<file path="config.mk">
export PLATFORM = sky130hd
export DESIGN_NAME = msg_buffer_core
export DESIGN_NICKNAME = d
export VERILOG_FILES = /design/src/rtl/buf_mem.v /design/src/rtl/msg_buffer_core.v
export VERILOG_INCLUDE_DIRS = /design/src /design/src/shared
export SDC_FILE = /design/constraint.sdc
export NUM_CORES = 2
export LEC_CHECK = 0
export ABC_AREA = 1
export BUFFER_PORTS_ARGS = -buffer_cell sky130_fd_sc_hd__buf_2
export CELL_PAD_IN_SITES_DETAIL_PLACEMENT = 1
export CELL_PAD_IN_SITES_GLOBAL_PLACEMENT = 2
export CORE_MARGIN = 8
export CORE_UTILIZATION = 25
export DETAILED_ROUTE_END_ITERATION = 16
export PLACE_DENSITY_LB_ADDON = 0.15
export RECOVER_POWER = 100
export REMOVE_ABC_BUFFERS = 1
export SLEW_MARGIN = 20
export SYNTH_ARGS = -nofsm -noshare
export SYNTH_HDL_FRONTEND = slang
export SYNTH_HIERARCHICAL = 1
export SYNTH_SLANG_ARGS = --single-unit
</file>
<file path="constraint.sdc">
create_clock -name pclk -period 4.2 [get_ports pclk]
set_input_delay 0.42 -clock pclk [delete_from_list [all_inputs] [get_ports pclk]]
set_output_delay 0.42 -clock pclk [all_outputs]
set_load 0.1 [all_outputs]
</file>
<file path="src/shared/msgbuf_defs.vh">
`ifndef MSGBUF_DEFS_VH
`define MSGBUF_DEFS_VH
// buffer geometry
`define NUM_BUF        4
`define BUF_IDX_W      2
`define DATA_WORDS     16
`define DATA_BYTES     32
`define MEM_DEPTH      64
// per-buffer word slots inside the buffer memory
`define SLOT_HDR       4'h0
`define SLOT_LEN       4'h1
`define SLOT_CRC       4'h2
`define SLOT_DATA0     4'h3
// apb register map (byte addresses)
`define REG_CTRL       12'h000
`define REG_SPL        12'h004
`define REG_MPL        12'h008
`define REG_ERR        12'h00C
`define REG_ALIGN      12'h010
`define REG_CYCLE      12'h014
`define REG_BUFCFG0    12'h020
`define REG_STATUS0    12'h040
`define REG_BUFMEM     12'h400
// header word fields of a buffer
`define HDR_RSV        15
`define HDR_PP         14
`define HDR_NFI        13
`define HDR_SYNC       12
`define HDR_SUP        11
// slot status fields
`define ST_CH          8
`define ST_VCE         7
`define ST_ALIGNMENT_FRAME_SEEN_FLAG       6
`define ST_EMPTY_FRAME_SEEN_FLAG       5
`define ST_STARTUP_FRAME_SEEN_FLAG        4
`define ST_SYNTAX_FAULT_FLAG        3
`define ST_CONTENT_FAULT_FLAG        2
`define ST_SLOT_BOUNDARY_ACTIVITY_FLAG       1
`define ST_TRANSMIT_CONFLICT_FLAG       0
// buffer config fields
`define CFG_TX         15
`define CFG_DYN        14
`define CFG_CHB        13
`define CFG_CHA        12
// error register bits
`define ERR_STATIC_LENGTH_MISMATCH_ERR      0
`define ERR_DYNAMIC_LENGTH_EXCESS_ERR      1
// reset values
`define STATUS_RST     16'h0000
`define STATUS_EMPTY_B 16'h0100
`define SPL_RST        7'h10
`define MPL_RST        7'h10
`endif

</file>
<file path="src/rtl/buf_mem.v">
`timescale 1ns/1ps
module buf_mem (
	input  wire        pclk,
	input  wire        we_a,
	input  wire [5:0]  addr_a,
	input  wire [15:0] wdata_a,
	input  wire [5:0]  addr_b,
	output reg  [15:0] rdata_b,
	input  wire [5:0]  addr_c,
	output reg  [15:0] rdata_c
);
	reg [15:0] mem [0:63];
	always @(posedge pclk) begin
		if (we_a) begin
			mem[addr_a] <= wdata_a;
		end
		rdata_b <= mem[addr_b];
		rdata_c <= mem[addr_c];
	end
endmodule

</file>
<file path="src/rtl/msg_buffer_core.v">
// The implementer's own choices: the APB interface to the registers and the register addresses.
`timescale 1ns/1ps
`include "msgbuf_defs.vh"
// How it works
// RULE_01: rx frame goes to first matching buffer
// RULE_02: tx only in slot equal frame id
// RULE_03: fifo stores id only if filters pass
// RULE_04: reserved header bit sent unchanged
// RULE_05: preamble bit marks nm vector or message id
// RULE_06: null indicator cleared at reset, sticky set
// RULE_07: null frames never written into buffers
// RULE_08: store own cycle counter on reception
// RULE_09: length counts sixteen-bit payload words
// RULE_10: static length mismatch raises host error
// RULE_11: dynamic length excess raises host error
// RULE_12: payload limited to thirty-two bytes
// RULE_13: header crc stored, sent unchecked
// RULE_14: sync/startup bits rewritten on valid store
// RULE_15: sync slot and startup from config register
// RULE_16: nine-bit status, tx only conflict bit
// RULE_17: invalid/null updates status only
// RULE_18: update completes in first macrotick next slot
// RULE_19: empty static slot reads 0000 or 0100
// RULE_20: conflict set if rx busy at tx start
// RULE_21: content, syntax, boundary flags from receiver
// RULE_22: startup, null, sync flags from header
// RULE_23: valid element flag on correct frame
// RULE_24: channel bit zero A, one B
// RULE_25: fifo payload only if filters pass
// RULE_26: all flags written in one update
module msg_buffer_core (
	input  wire        pclk,
	input  wire        presetn,
	input  wire        psel,
	input  wire        penable,
	input  wire        pwrite,
	input  wire [11:0] paddr,
	input  wire [31:0] pwdata,
	output reg  [31:0] prdata,
	output wire        pready,
	output wire        pslverr,
	input  wire        slot_end,
	input  wire        macrotick,
	input  wire [10:0] slot_number,
	input  wire        slot_dynamic,
	input  wire        rx_done,
	input  wire        rx_channel,
	input  wire [10:0] rx_frame_id,
	input  wire [15:0] rx_header,
	input  wire [6:0]  rx_length,
	input  wire [10:0] rx_crc,
	input  wire        rx_syntax_ok,
	input  wire        rx_content_ok,
	input  wire        rx_boundary,
	input  wire        rx_data_valid,
	input  wire [3:0]  rx_data_index,
	input  wire [15:0] rx_data,
	input  wire        rx_busy,
	input  wire        fifo_accept,
	input  wire        fifo_reject,
	output reg         tx_start,
	output reg  [15:0] tx_header,
	output reg  [6:0]  tx_length,
	output reg  [10:0] tx_crc,
	output reg         tx_channel_a,
	output reg         tx_channel_b,
	input  wire [3:0]  tx_data_index,
	output wire [15:0] tx_data,
	output reg         fifo_write,
	output reg  [10:0] fifo_frame_id,
	output reg         status_update_done
);
	localparam S_IDLE = 3'b000;
	localparam S_UPD  = 3'b001;
	localparam S_DONE = 3'b010;
	localparam S_LEN  = 3'b011;
	localparam S_CRC  = 3'b100;

	reg                   enable;
	reg  [6:0]            static_payload_length_cfg;
	reg  [6:0]            max_dynamic_payload_cfg;
	reg  [1:0]            host_interface_error_reg;
	reg  [10:0]           alignment_slot;
	reg                   tx_startup_flag_cfg;
	reg  [5:0]            cycle_counter;
	reg  [15:0]           buf_cfg [0:`NUM_BUF-1];
	reg  [10:0]           buf_filter [0:`NUM_BUF-1];
	reg  [5:0]            buf_cycle_mask [0:`NUM_BUF-1];
	reg  [15:0]           buffer_slot_status [0:`NUM_BUF-1];
	reg  [`NUM_BUF-1:0]   null_frame_indicator;
	reg  [2:0]            state;
	reg                   tx_sent;
	reg                   mem_wait;
	reg  [`BUF_IDX_W-1:0] sel_buf;
	reg                   sel_hit;
	reg  [15:0]           next_status;
	reg  [`BUF_IDX_W-1:0] tx_buf;
	reg                   tx_hit;
	integer               i;

	wire        bus_wr = psel && penable && pwrite;
	wire        bus_rd = psel && !penable && !pwrite;
	wire        mem_hit = paddr[11:10] == 2'b01;
	wire [1:0]  mem_buf = paddr[7:6];
	wire [3:0]  mem_slot = paddr[5:2];
	wire [5:0]  mem_addr = {mem_buf, mem_slot};
	wire        rx_valid = rx_syntax_ok && rx_content_ok;
	wire        rx_null  = !rx_header[`HDR_NFI];
	reg         cpu_we;
	reg  [5:0]  cpu_addr;
	reg  [15:0] cpu_wdata;
	wire [15:0] mem_rdata;
	wire [15:0] cpu_len = pwdata[15:0];
	wire        rx_store = rx_done && sel_hit && rx_valid && !rx_null;
	// one transmission per slot, never on the slot-end edge
	wire        tx_fire = enable && macrotick && !slot_end && state == S_IDLE &&
	                      tx_hit && !tx_start && !tx_sent;

	// buffer memory reads take one wait state for the registered memory output
	assign pready  = !(psel && penable && !pwrite && mem_hit && !mem_wait);
	assign pslverr = 1'b0;

	// first receive buffer whose filter, channel and cycle match
	always @* begin
		sel_buf = {`BUF_IDX_W{1'b0}};
		sel_hit = 1'b0;
		for (i = `NUM_BUF - 1; i >= 0; i = i - 1) begin
			if (!buf_cfg[i][`CFG_TX] && buf_filter[i] == rx_frame_id && //RULE_01
			    (rx_channel ? buf_cfg[i][`CFG_CHB] : buf_cfg[i][`CFG_CHA]) &&
			    ((cycle_counter & buf_cycle_mask[i]) == 6'h00)) begin
				sel_buf = i[`BUF_IDX_W-1:0];
				sel_hit = 1'b1;
			end
		end
	end

	// transmit buffer for this slot
	always @* begin
		tx_buf = {`BUF_IDX_W{1'b0}};
		tx_hit = 1'b0;
		for (i = `NUM_BUF - 1; i >= 0; i = i - 1) begin
			if (buf_cfg[i][`CFG_TX] && buf_filter[i] == slot_number && //RULE_02
			    (buf_cfg[i][`CFG_CHA] || buf_cfg[i][`CFG_CHB]) &&
			    ((cycle_counter & buf_cycle_mask[i]) == 6'h00)) begin
				tx_buf = i[`BUF_IDX_W-1:0];
				tx_hit = 1'b1;
			end
		end
	end

	// all receive flags assembled into one word
	always @* begin
		next_status = `STATUS_RST;
		next_status[`ST_CH]    = rx_channel; //RULE_24
		next_status[`ST_VCE]   = rx_valid; //RULE_23
		next_status[`ST_ALIGNMENT_FRAME_SEEN_FLAG] = rx_syntax_ok && rx_header[`HDR_SYNC]; //RULE_22
		next_status[`ST_EMPTY_FRAME_SEEN_FLAG] = rx_syntax_ok && rx_null;
		next_status[`ST_STARTUP_FRAME_SEEN_FLAG]  = rx_syntax_ok && rx_header[`HDR_SUP];
		next_status[`ST_SYNTAX_FAULT_FLAG]  = !rx_syntax_ok; //RULE_21
		next_status[`ST_CONTENT_FAULT_FLAG]  = rx_syntax_ok && !rx_content_ok;
		next_status[`ST_SLOT_BOUNDARY_ACTIVITY_FLAG] = rx_boundary;
	end

	// memory writes: host first, then received payload, header, length and crc
	always @* begin
		cpu_we    = 1'b0;
		cpu_addr  = mem_addr;
		cpu_wdata = pwdata[15:0];
		if (bus_wr && mem_hit) begin
			cpu_we = 1'b1;
		end else if (enable && rx_data_valid && rx_valid && !rx_null && //RULE_07
		             sel_hit) begin
			cpu_we    = 1'b1;
			cpu_addr  = {sel_buf, `SLOT_DATA0 + rx_data_index}; //RULE_12
			cpu_wdata = rx_data;
		end else if (state == S_UPD && rx_store) begin //RULE_17
			cpu_we    = 1'b1;
			cpu_addr  = {sel_buf, `SLOT_HDR};
			cpu_wdata = {rx_header[15:11], rx_frame_id}; //RULE_14
		end else if (state == S_LEN && rx_store) begin
			cpu_we    = 1'b1;
			cpu_addr  = {sel_buf, `SLOT_LEN};
			cpu_wdata = {2'b00, cycle_counter, 1'b0, rx_length}; //RULE_08
		end else if (state == S_CRC && rx_store) begin
			cpu_we    = 1'b1;
			cpu_addr  = {sel_buf, `SLOT_CRC};
			cpu_wdata = {5'h00, rx_crc}; //RULE_13
		end
	end

	buf_mem u_mem (
		.pclk    (pclk),
		.we_a    (cpu_we),
		.addr_a  (cpu_addr),
		.wdata_a (cpu_wdata),
		.addr_b  (mem_addr),
		.rdata_b (mem_rdata),
		.addr_c  ({tx_buf, `SLOT_DATA0 + tx_data_index}),
		.rdata_c (tx_data)
	);

	// host registers and error flags
	always @(posedge pclk or negedge presetn) begin
		if (!presetn) begin
			enable                    <= 1'b0;
			static_payload_length_cfg <= `SPL_RST;
			max_dynamic_payload_cfg   <= `MPL_RST;
			host_interface_error_reg  <= 2'b00;
			alignment_slot            <= 11'h000;
			tx_startup_flag_cfg       <= 1'b0;
			for (i = 0; i < `NUM_BUF; i = i + 1) begin
				buf_cfg[i]        <= 16'h0000;
				buf_filter[i]     <= 11'h000;
				buf_cycle_mask[i] <= 6'h00;
			end
		end else if (bus_wr) begin
			case (paddr)
				`REG_CTRL:  enable <= pwdata[0];
				`REG_SPL:   static_payload_length_cfg <= pwdata[6:0];
				`REG_MPL:   max_dynamic_payload_cfg <= pwdata[6:0];
				`REG_ERR:   host_interface_error_reg <= host_interface_error_reg & ~pwdata[1:0];
				`REG_ALIGN: begin
					alignment_slot      <= pwdata[10:0]; //RULE_15
					tx_startup_flag_cfg <= pwdata[16];
				end
				default: begin
					if (paddr[11:5] == 7'h01) begin
						buf_cfg[paddr[3:2]] <= pwdata[15:0];
						buf_cycle_mask[paddr[3:2]] <= pwdata[21:16];
						buf_filter[paddr[3:2]] <= pwdata[10:0];
					end
				end
			endcase
			// length check when the host writes a transmit length word
			if (mem_hit && mem_slot == `SLOT_LEN && buf_cfg[mem_buf][`CFG_TX]) begin //RULE_09
				if (!buf_cfg[mem_buf][`CFG_DYN] &&
				    cpu_len[6:0] != static_payload_length_cfg) begin
					host_interface_error_reg[`ERR_STATIC_LENGTH_MISMATCH_ERR] <= 1'b1; //RULE_10
				end
				if (buf_cfg[mem_buf][`CFG_DYN] &&
				    cpu_len[6:0] > max_dynamic_payload_cfg) begin
					host_interface_error_reg[`ERR_DYNAMIC_LENGTH_EXCESS_ERR] <= 1'b1; //RULE_11
				end
			end
		end
	end

	// slot-end update sequence, finished on next slot's first macrotick
	always @(posedge pclk or negedge presetn) begin
		if (!presetn) begin
			state                <= S_IDLE;
			status_update_done   <= 1'b0;
			null_frame_indicator <= {`NUM_BUF{1'b0}}; //RULE_06
			cycle_counter        <= 6'h00;
			fifo_write           <= 1'b0;
			fifo_frame_id        <= 11'h000;
			for (i = 0; i < `NUM_BUF; i = i + 1) begin
				buffer_slot_status[i] <= `STATUS_RST;
			end
		end else begin
			status_update_done <= 1'b0;
			fifo_write         <= 1'b0;
			case (state)
				S_IDLE: begin
					if (enable && slot_end) begin
						state <= S_UPD;
					end
				end
				S_UPD: begin
					if (rx_done && sel_hit) begin
						buffer_slot_status[sel_buf] <= next_status; //RULE_26
						if (rx_valid && !rx_null) begin
							null_frame_indicator[sel_buf] <= 1'b1;
						end
					end else if (!rx_done && !slot_dynamic) begin
						for (i = 0; i < `NUM_BUF; i = i + 1) begin
							if (!buf_cfg[i][`CFG_TX] && buf_filter[i] == slot_number) begin
								buffer_slot_status[i] <= buf_cfg[i][`CFG_CHB] ?
									`STATUS_EMPTY_B : `STATUS_RST; //RULE_19
							end
						end
					end
					if (rx_done && !sel_hit && rx_valid && !rx_null &&
					    fifo_accept && !fifo_reject) begin
						fifo_write    <= 1'b1; //RULE_03 RULE_25
						fifo_frame_id <= rx_frame_id;
					end
					state <= S_LEN;
				end
				S_LEN: begin
					state <= S_CRC;
				end
				S_CRC: begin
					state <= S_DONE;
				end
				S_DONE: begin
					if (macrotick) begin //RULE_18
						status_update_done <= 1'b1;
						if (slot_number == 11'h001) begin
							cycle_counter <= cycle_counter + 6'h01;
						end
						state <= S_IDLE;
					end
				end
				default: state <= S_IDLE;
			endcase
			if (tx_start && tx_hit) begin
				buffer_slot_status[tx_buf][`ST_TRANSMIT_CONFLICT_FLAG] <= rx_busy; //RULE_20
			end
		end
	end

	// transmit path: header sent with sync/startup bits from the alignment config and null indicator set
	always @(posedge pclk or negedge presetn) begin
		if (!presetn) begin
			tx_start     <= 1'b0;
			tx_header    <= 16'h0000;
			tx_length    <= 7'h00;
			tx_crc       <= 11'h000;
			tx_channel_a <= 1'b0;
			tx_channel_b <= 1'b0;
			tx_sent      <= 1'b0;
		end else begin
			tx_start <= tx_fire;
			tx_sent  <= !slot_end && (tx_sent || tx_fire);
			if (tx_hit) begin
				tx_channel_a <= buf_cfg[tx_buf][`CFG_CHA];
				tx_channel_b <= buf_cfg[tx_buf][`CFG_CHB];
				tx_header[`HDR_SYNC] <= slot_number == alignment_slot;
				tx_header[`HDR_SUP]  <= tx_startup_flag_cfg && slot_number == alignment_slot;
			end
			if (bus_wr && mem_hit && mem_buf == tx_buf) begin
				if (mem_slot == `SLOT_HDR) begin
					tx_header[`HDR_RSV] <= pwdata[`HDR_RSV]; //RULE_04
					tx_header[`HDR_PP]  <= pwdata[`HDR_PP]; //RULE_05
					tx_header[`HDR_NFI] <= 1'b1;
					tx_header[10:0]     <= pwdata[10:0];
				end
				if (mem_slot == `SLOT_LEN) begin
					tx_length <= (pwdata[6:0] > 7'h10) ? 7'h10 : pwdata[6:0];
				end
				if (mem_slot == `SLOT_CRC) begin
					tx_crc <= pwdata[10:0]; //RULE_13
				end
			end
		end
	end

	always @(posedge pclk or negedge presetn) begin
		if (!presetn) begin
			mem_wait <= 1'b0;
		end else begin
			mem_wait <= psel && penable && !pwrite && mem_hit && !mem_wait;
		end
	end

	// apb read data: registers latched in setup phase, buffer memory in access phase
	always @(posedge pclk or negedge presetn) begin
		if (!presetn) begin
			prdata <= 32'h00000000;
		end else if (bus_rd) begin
			prdata <= 32'h00000000;
			case (paddr)
				`REG_CTRL:  prdata <= {31'h0, enable};
				`REG_SPL:   prdata <= {25'h0, static_payload_length_cfg};
				`REG_MPL:   prdata <= {25'h0, max_dynamic_payload_cfg};
				`REG_ERR:   prdata <= {30'h0, host_interface_error_reg};
				`REG_ALIGN: prdata <= {15'h0, tx_startup_flag_cfg, 5'h0, alignment_slot};
				`REG_CYCLE: prdata <= {26'h0, cycle_counter}; //RULE_08
				default: begin
					if (paddr[11:5] == 7'h02) begin
						prdata <= {12'h0, null_frame_indicator[paddr[3:2]],
							3'h0, buffer_slot_status[paddr[3:2]]}; //RULE_16
					end
				end
			endcase
		end else if (psel && penable && !pwrite && mem_hit) begin
			prdata <= {16'h0000, mem_rdata};
		end
	end
endmodule

</file>
## Word level (Yosys, flattened, before mapping)

Memory sizes are Yosys's and may differ from the RTL's. A register that Yosys moved wholly into a read port is not among the register bits.
Index checks and enable logic that the tools add are counted.

| storage, ports and cells | value |
|---|---|
| output and inout port bits | 100 |
| input port bits | 141 |
| bits in writable memories | 1,024 |
| memories kept | 1 |
| flip-flop bits (word level) | 322 |
| word-level logic and storage cells | 309 |

| cells by class | value |
|---|---|
| add/subtract/negate cells | 3 |
| multiplexer cells | 93 |
| reduce and logical (&&, ||, !) cells | 122 |
| $lt $le $gt $ge | 12 |
| bitwise logic cells | 12 |
| eq/ne operators | 28 |

Memories:

| memory | depth | width | rd ports | clocked after Yosys merged registers in | wr ports | line | source |
|---|---|---|---|---|---|---|---|
| u_mem.mem | 64 | 16 | 2 | 2 | 1 | buf_mem.v:12 | `reg [15:0] mem [0:63];` |

Operator list:

| kind | count |
|---|---|
| 64-bit 2-to-1 mux | 4 |
| 16-bit 2-to-1 mux | 15 |
| 64-bit bitwise mux | 3 |
| 20-bit case mux with 6 select lines | 1 |
| 11-bit == test | 9 |
| 16-bit binary-select mux with 2-bit select | 3 |
| 16-bit demux with 2-bit select | 3 |
| 1-bit logical AND | 77 |
| 32-bit 2-to-1 mux | 2 |
| 44-bit bitwise mux | 1 |
| 6-bit 2-to-1 mux | 6 |
| 9-bit 2-to-1 mux | 4 |
| 1-bit 2-to-1 mux | 28 |
| 14-bit 2-to-1 mux | 2 |
| 6-bit AND | 4 |
| 24-bit bitwise mux | 1 |
| 12-bit by 4-bit == test with 1-bit output, second input constant | 2 |
| 12-bit by 5-bit == test with 1-bit output, second input constant | 2 |
| 6-bit logical NOT | 4 |
| 11-bit demux with 2-bit select | 1 |
| 2-bit 2-to-1 mux | 10 |
| 20-bit 2-to-1 mux | 1 |
| 1-bit logical NOT | 19 |
| 2-bit AND reduction | 9 |
| 41 further kinds | 59 |

## Logic depth before layout (Yosys ltp)

| depth | value |
|---|---|
| word-level depth | 19 |
| mapped depth | 21 |
| mapped depth without buffers | 20 |

## Cells and area by module

The synthesis kept the hierarchy.

Modules (own cells, without submodules):

| module | seq. area each (um2) | area an instance (um2) | instances | cells each |
|---|---|---|---|---|
| buf_mem | 31,390.1 | 53,052.1 | 1 | 5,920 |
| msg_buffer_core | 5,808.1 | 14,082.3 | 1 | 1,933 |

## Least setup slack after synthesis

No wires, ideal clock.

| timing path | value |
|---|---|
| path type | input to register |
| from | input rx_frame_id[6] |
| to | memory u_mem.mem[49][0], enable pin |
| data required time | 3.769 ns |
| arrival | 3.978 ns |
| cell stages on the path | 16 |
| library setup time | 0.431 ns |
| path slack | -0.208 ns |
| path buffers | 3 |
| cell sequence | buf_2 xnor2_1 nand2_1 nor2_1 nand3_1 nor2_1 nor2_2 nand2_4 nand4_4 buf_2 nand2_1 a21oi_1 a21oi_1 clkbuf_1 inv_1 nor4_1 |

| on the way | value |
|---|---|
| elaborated cells between the ends (all ways) | 43 |
| classes of those cells | 4 x eq/ne; 20 x mux; 19 x reduce/logical |

RTL lines:

| element | line | source |
|---|---|---|
| start: declaration | msg_buffer_core.v:48 | `input wire [10:0] rx_frame_id,` |
| 11-bit == test | msg_buffer_core.v:128 | `` if (!buf_cfg[i][`CFG_TX] && buf_filter[i] == rx_frame_id && `` |
| 1-bit logical AND (3 in a row) | msg_buffer_core.v:128 |  |
| 1-bit 2-to-1 mux (3 in a row) | msg_buffer_core.v:128 |  |
| 1-bit 2-to-1 mux * | msg_buffer_core.v:128 |  |
| 1-bit logical AND (3 in a row) | msg_buffer_core.v:114 | `wire rx_store = rx_done && sel_hit && rx_valid && !rx_null;` |
| 1-bit logical AND | msg_buffer_core.v:184 | `end else if (state == S_CRC && rx_store) begin` |
| 6-bit 2-to-1 mux | msg_buffer_core.v:184 |  |
| 6-bit 2-to-1 mux | msg_buffer_core.v:180 | `end else if (state == S_LEN && rx_store) begin` |
| 6-bit 2-to-1 mux | msg_buffer_core.v:176 | `end else if (state == S_UPD && rx_store) begin` |
| 6-bit 2-to-1 mux * | msg_buffer_core.v:171 | `end else if (enable && rx_data_valid && rx_valid && !rx_null &&` |
| 6-bit 2-to-1 mux * | msg_buffer_core.v:169 | `if (bus_wr && mem_hit) begin` |
| named net cpu_addr[0] | msg_buffer_core.v:110 | `reg [5:0] cpu_addr;` |
| end: declaration | buf_mem.v:12 |  |

Mark *: on every way through the listed nets, which the timed path passes. The rest lies on a longest branch.

## Worst setup path in the final report

| timing path | value |
|---|---|
| from | register buf_filter[41] (netlist name) |
| to | register u_mem.rdata_c[5], read port of u_mem.mem |

| on the way | value |
|---|---|
| longest elaborated chain between the ends | 5 |

Ends and longest elaborated chain:

| element | line | source |
|---|---|---|
| start: declaration | msg_buffer_core.v:87 | `` reg [10:0] buf_filter [0:`NUM_BUF-1]; `` |
| start signal: indexed assignment | msg_buffer_core.v:230 | `buf_filter[paddr[3:2]] <= pwdata[10:0];` |
| 11-bit == test | msg_buffer_core.v:142 | `` if (buf_cfg[i][`CFG_TX] && buf_filter[i] == slot_number && `` |
| 1-bit logical AND (3 in a row) | msg_buffer_core.v:142 |  |
| 2-bit 2-to-1 mux | msg_buffer_core.v:142 |  |
| named net tx_buf[1] | msg_buffer_core.v:97 | `` reg [`BUF_IDX_W-1:0] tx_buf; `` |
| end: declaration | buf_mem.v:10 | `output reg [15:0] rdata_c` |

The timed path passes the listed nets, and every way through them passes these cells.
A chain may end at the register's enable or synchronous reset.

==> impl_metrics.env <==
export IMPL_violations="capacitance limit, slew limit, setup timing"
export IMPL_gp_congestion=0.8647
export IMPL_largest_reg_flops=1024
export IMPL_yosysWarnings=6
export IMPL_die_h_um=534.2
export IMPL_avgRoutedWirePerCell_um=27.56
export IMPL_core_um2=267400
export IMPL_cp_buffers_inverters=5
export IMPL_timing_final_crit_share=1.028
export IMPL_fin_nets=8296
export IMPL_place_area_um2=74150
export IMPL_syn_inst=7853
export IMPL_wl_mm=326.1
export IMPL_grt_overflow=0
export IMPL_cp_start_kind="flop"
export IMPL_die_x_um=534.2
export IMPL_critPathKind="flop to flop"
export IMPL_cp_slowest_cell="nor3_1"
export IMPL_hold_viol=0
export IMPL_synthDistinctLibCells=71
export IMPL_antenna_found_initial=7
export IMPL_area_growth_pct=17.96
export IMPL_peakVddDrop_mv=0.3216
export IMPL_synth_commonest_cells="3,229 x nand2_1, 1,843 x nand3_1, 1,024 x edfxtp_1"
export IMPL_cp_max_fo=14
export IMPL_relSlewSlack=-1.118
export IMPL_end_kind="flop"
export IMPL_post_dp_hpwl_mm=213.2
export IMPL_critical_path_top_delay_family="simple AND/OR/NAND/NOR gates"
export IMPL_timing_hold_ws_ps=79.52
export IMPL_switchingPower_mw=9.714
export IMPL_setup_tns_ps=-117.4
export IMPL_grt_pass1_wl_mm=462.7
export IMPL_regMostFlops="u_mem/mem"
export IMPL_synth_edff_count=1024
export IMPL_drt_initial_drc_count=4172
export IMPL_final_util=0.2961
export IMPL_dp_worst_setup_slack_ps=-31.55
export IMPL_ys_ff_latch=1288
export IMPL_htree_levels=4
export IMPL_tightest_slew_ps=3178
export IMPL_layout_setup_ws_ps=-117.4
export IMPL_total_power_mw=33.38
export IMPL_cp_arrival_ps=4950
export IMPL_synth_ff_type="edfxtp_1"
export IMPL_status="finished, violations left"
export IMPL_drc_errors=0
export IMPL_clkSinkCount=1288
export IMPL_fin_area_um2=79190
export IMPL_cts_resized=0
export IMPL_combPwrFrac=0.138
export IMPL_reg_top3="u_mem/mem x1024, buf_filter x44, buffer_slot_status x36"
export IMPL_port_buffers=204
export IMPL_dp_cells=11480
export IMPL_syn_cell_area_um2=67130
export IMPL_maxCapViolations=5
export IMPL_cts_tree="yes"
export IMPL_synthTopCellsByArea="edfxtp_1 46%, nand2_1 18%, nand3_1 14%"
export IMPL_grt_total_usage=0.2208
export IMPL_clockBufferDepth=4
export IMPL_slowest_delay_ps=620
export IMPL_yosys_area_top_type="edfxtp_1"
export IMPL_dieArea_um2=285400
export IMPL_viasPerCell=4.984
export IMPL_power_internal_mw=23.67
export IMPL_clkLatencyLatePin_ps=860
export IMPL_p_leak_nw=31.89
export IMPL_cellPowerDensity_nw_per_um2=421.5
export IMPL_grt_pass1_vias=61640
export IMPL_via_count=58980
export IMPL_cts_root_buffer="clkbuf_16"
export IMPL_min_period_ps=4317
export IMPL_clock_skew_ps=53.71
export IMPL_io_pins=241
export IMPL_rows=190
export IMPL_cp_common_cell="nand2_1"
export IMPL_fmax_mhz=231.6
export IMPL_initial_utilization=0.2510
export IMPL_synth_async_reset_ratio=0.1801
export IMPL_drt_pass1_iterations=6
export IMPL_clock_power_share=0.443
export IMPL_swShare=0.2910
export IMPL_cp_required_ps=4830
export IMPL_path_clk_slew_ps=60
export IMPL_stdcell_count=11830
export IMPL_yosysMostFrequentCell="nand2_1"
export IMPL_slew_viol_final=300
export IMPL_setup_viol=1
export IMPL_seq_power_share=0.419
export IMPL_grt_start_max_net_pins=148
export IMPL_worstHoldPathType="input port to flop"
export IMPL_cts_buffers=172
export IMPL_syn_area_per_cell_um2=8.549
export IMPL_rsz0062_at_grt="no"
export IMPL_ant_nets=0
export IMPL_drive_gt1_frac=0.1007
export IMPL_ys_seq_area_frac=0.5541
export IMPL_yosysTopAreaCellShare=0.4580
export IMPL_cp_cell_sequence="clkbuf_1 > xnor2_1 > nand3_1 > nor3_1 > nand4_1 > nand2_1 > inv_1 > nand2_1 > inv_1 > clkbuf_2 > nand3_1 > clkbuf_1 > nand2_1"
-- layout make-up --
class,instances,area [um2]
Fill cell,31050,188300
Sequential cell,1288,37200
Multi-Input combinational cell,5798,25730
Timing Repair Buffer,631,5280
Clock buffer,227,4706
Tap cell,3552,4444
Inverter,254,1030
Clock inverter,81,794.5
Antenna cell,3,7.507
-- cells in the final DEF (no fill, tap or decap), types with 18 or more instances in the layout --
cell type,Yosys,routed
a21oi_1,45,46
buf_12,0,99
buf_2,241,119
buf_4,58,198
clkbuf_1,78,155
clkbuf_16,0,176
clkbuf_2,1,37
clkbuf_4,0,18
clkinv_1,1,35
clkinv_2,1,23
dfrtp_1,230,230
dfxtp_1,32,32
dlygate4sd3_1,0,39
edfxtp_1,1024,1024
inv_1,228,226
nand2_1,3229,3224
nand2_2,12,19
nand3_1,1843,1849
nand4_1,42,44
nor2_1,181,158
nor2_2,12,33
nor3_1,18,20
o21ai_0,169,175
xnor2_1,31,29
xor2_1,28,28
-- worst register-to-register path: cells and delay by family, from the launching register on --
family                 cells  cell delay (ps)
buffers and inverters      5             1340
XOR/XNOR                   1              220
flip-flops                 1              400
AND/OR/NAND/NOR            7             2140
-- cell families after synthesis --
group	share of synthesized area
AO/OA/AOI/OAI	0.02637
XOR/XNOR	0.007940
adder cells (fa/ha/maj)	0.001864
buffers and inverters	0.06385
flip-flops	0.5541
other	0.00005586
AND/OR/NAND/NOR	0.3458
-- power by group through the flow --
stage          sequential, mW  clock (mW)  combinational [mW]
5_1_grt                  14.0        15.6                4.92
3_3_place_gp             14.2           0                4.69
2_1_floorplan            14.7           0                1.98
6_report                 14.0        14.8                4.61
4_1_cts                  14.0        15.2                4.75
3_5_place_dp             14.2           0                4.71
-- worst paths after layout --
| path | cells past startpoint | start | endpoint | slack (ps) |
|---|---|---|---|---|
| hold / removal | 4 | rx_frame_id[9] | fifo_frame_id[9]$_DFFE_PN0P_ | 80 |
| setup / recovery | 13 | buf_filter[41]$_DFFE_PN0P_ | u_mem/rdata_c[5]$_DFF_P_ | -120 |
| hold reg to reg | 1 | mem_wait$_DFF_PN0_ | mem_wait$_DFF_PN0_ | 420 |
| min in group asynchronous | 2 | presetn | tx_crc[9]$_DFFE_PN0P_ | 1180 |
| setup reg to reg | 13 | buf_filter[41]$_DFFE_PN0P_ | u_mem/rdata_c[5]$_DFF_P_ | -120 |
| max in group asynchronous | 3 | presetn | buf_cycle_mask[4]$_DFFE_PN0P_ | 670 |
-- repair_timing --
item	in CTS	in global routing
hold buffers	39	0
endpoints found under the setup margin	0	221
setup buffers	0	3
endpoints found under the hold margin	202	0
-- per-layer routing --
layer  global-route usage  routed length (um)
met2               0.3810              157800
met1               0.2951              145900
met5                    0                   0
met4              0.06266                9936
met3              0.01994               12390
No activity file was read; power rests on OpenSTA's default activity.
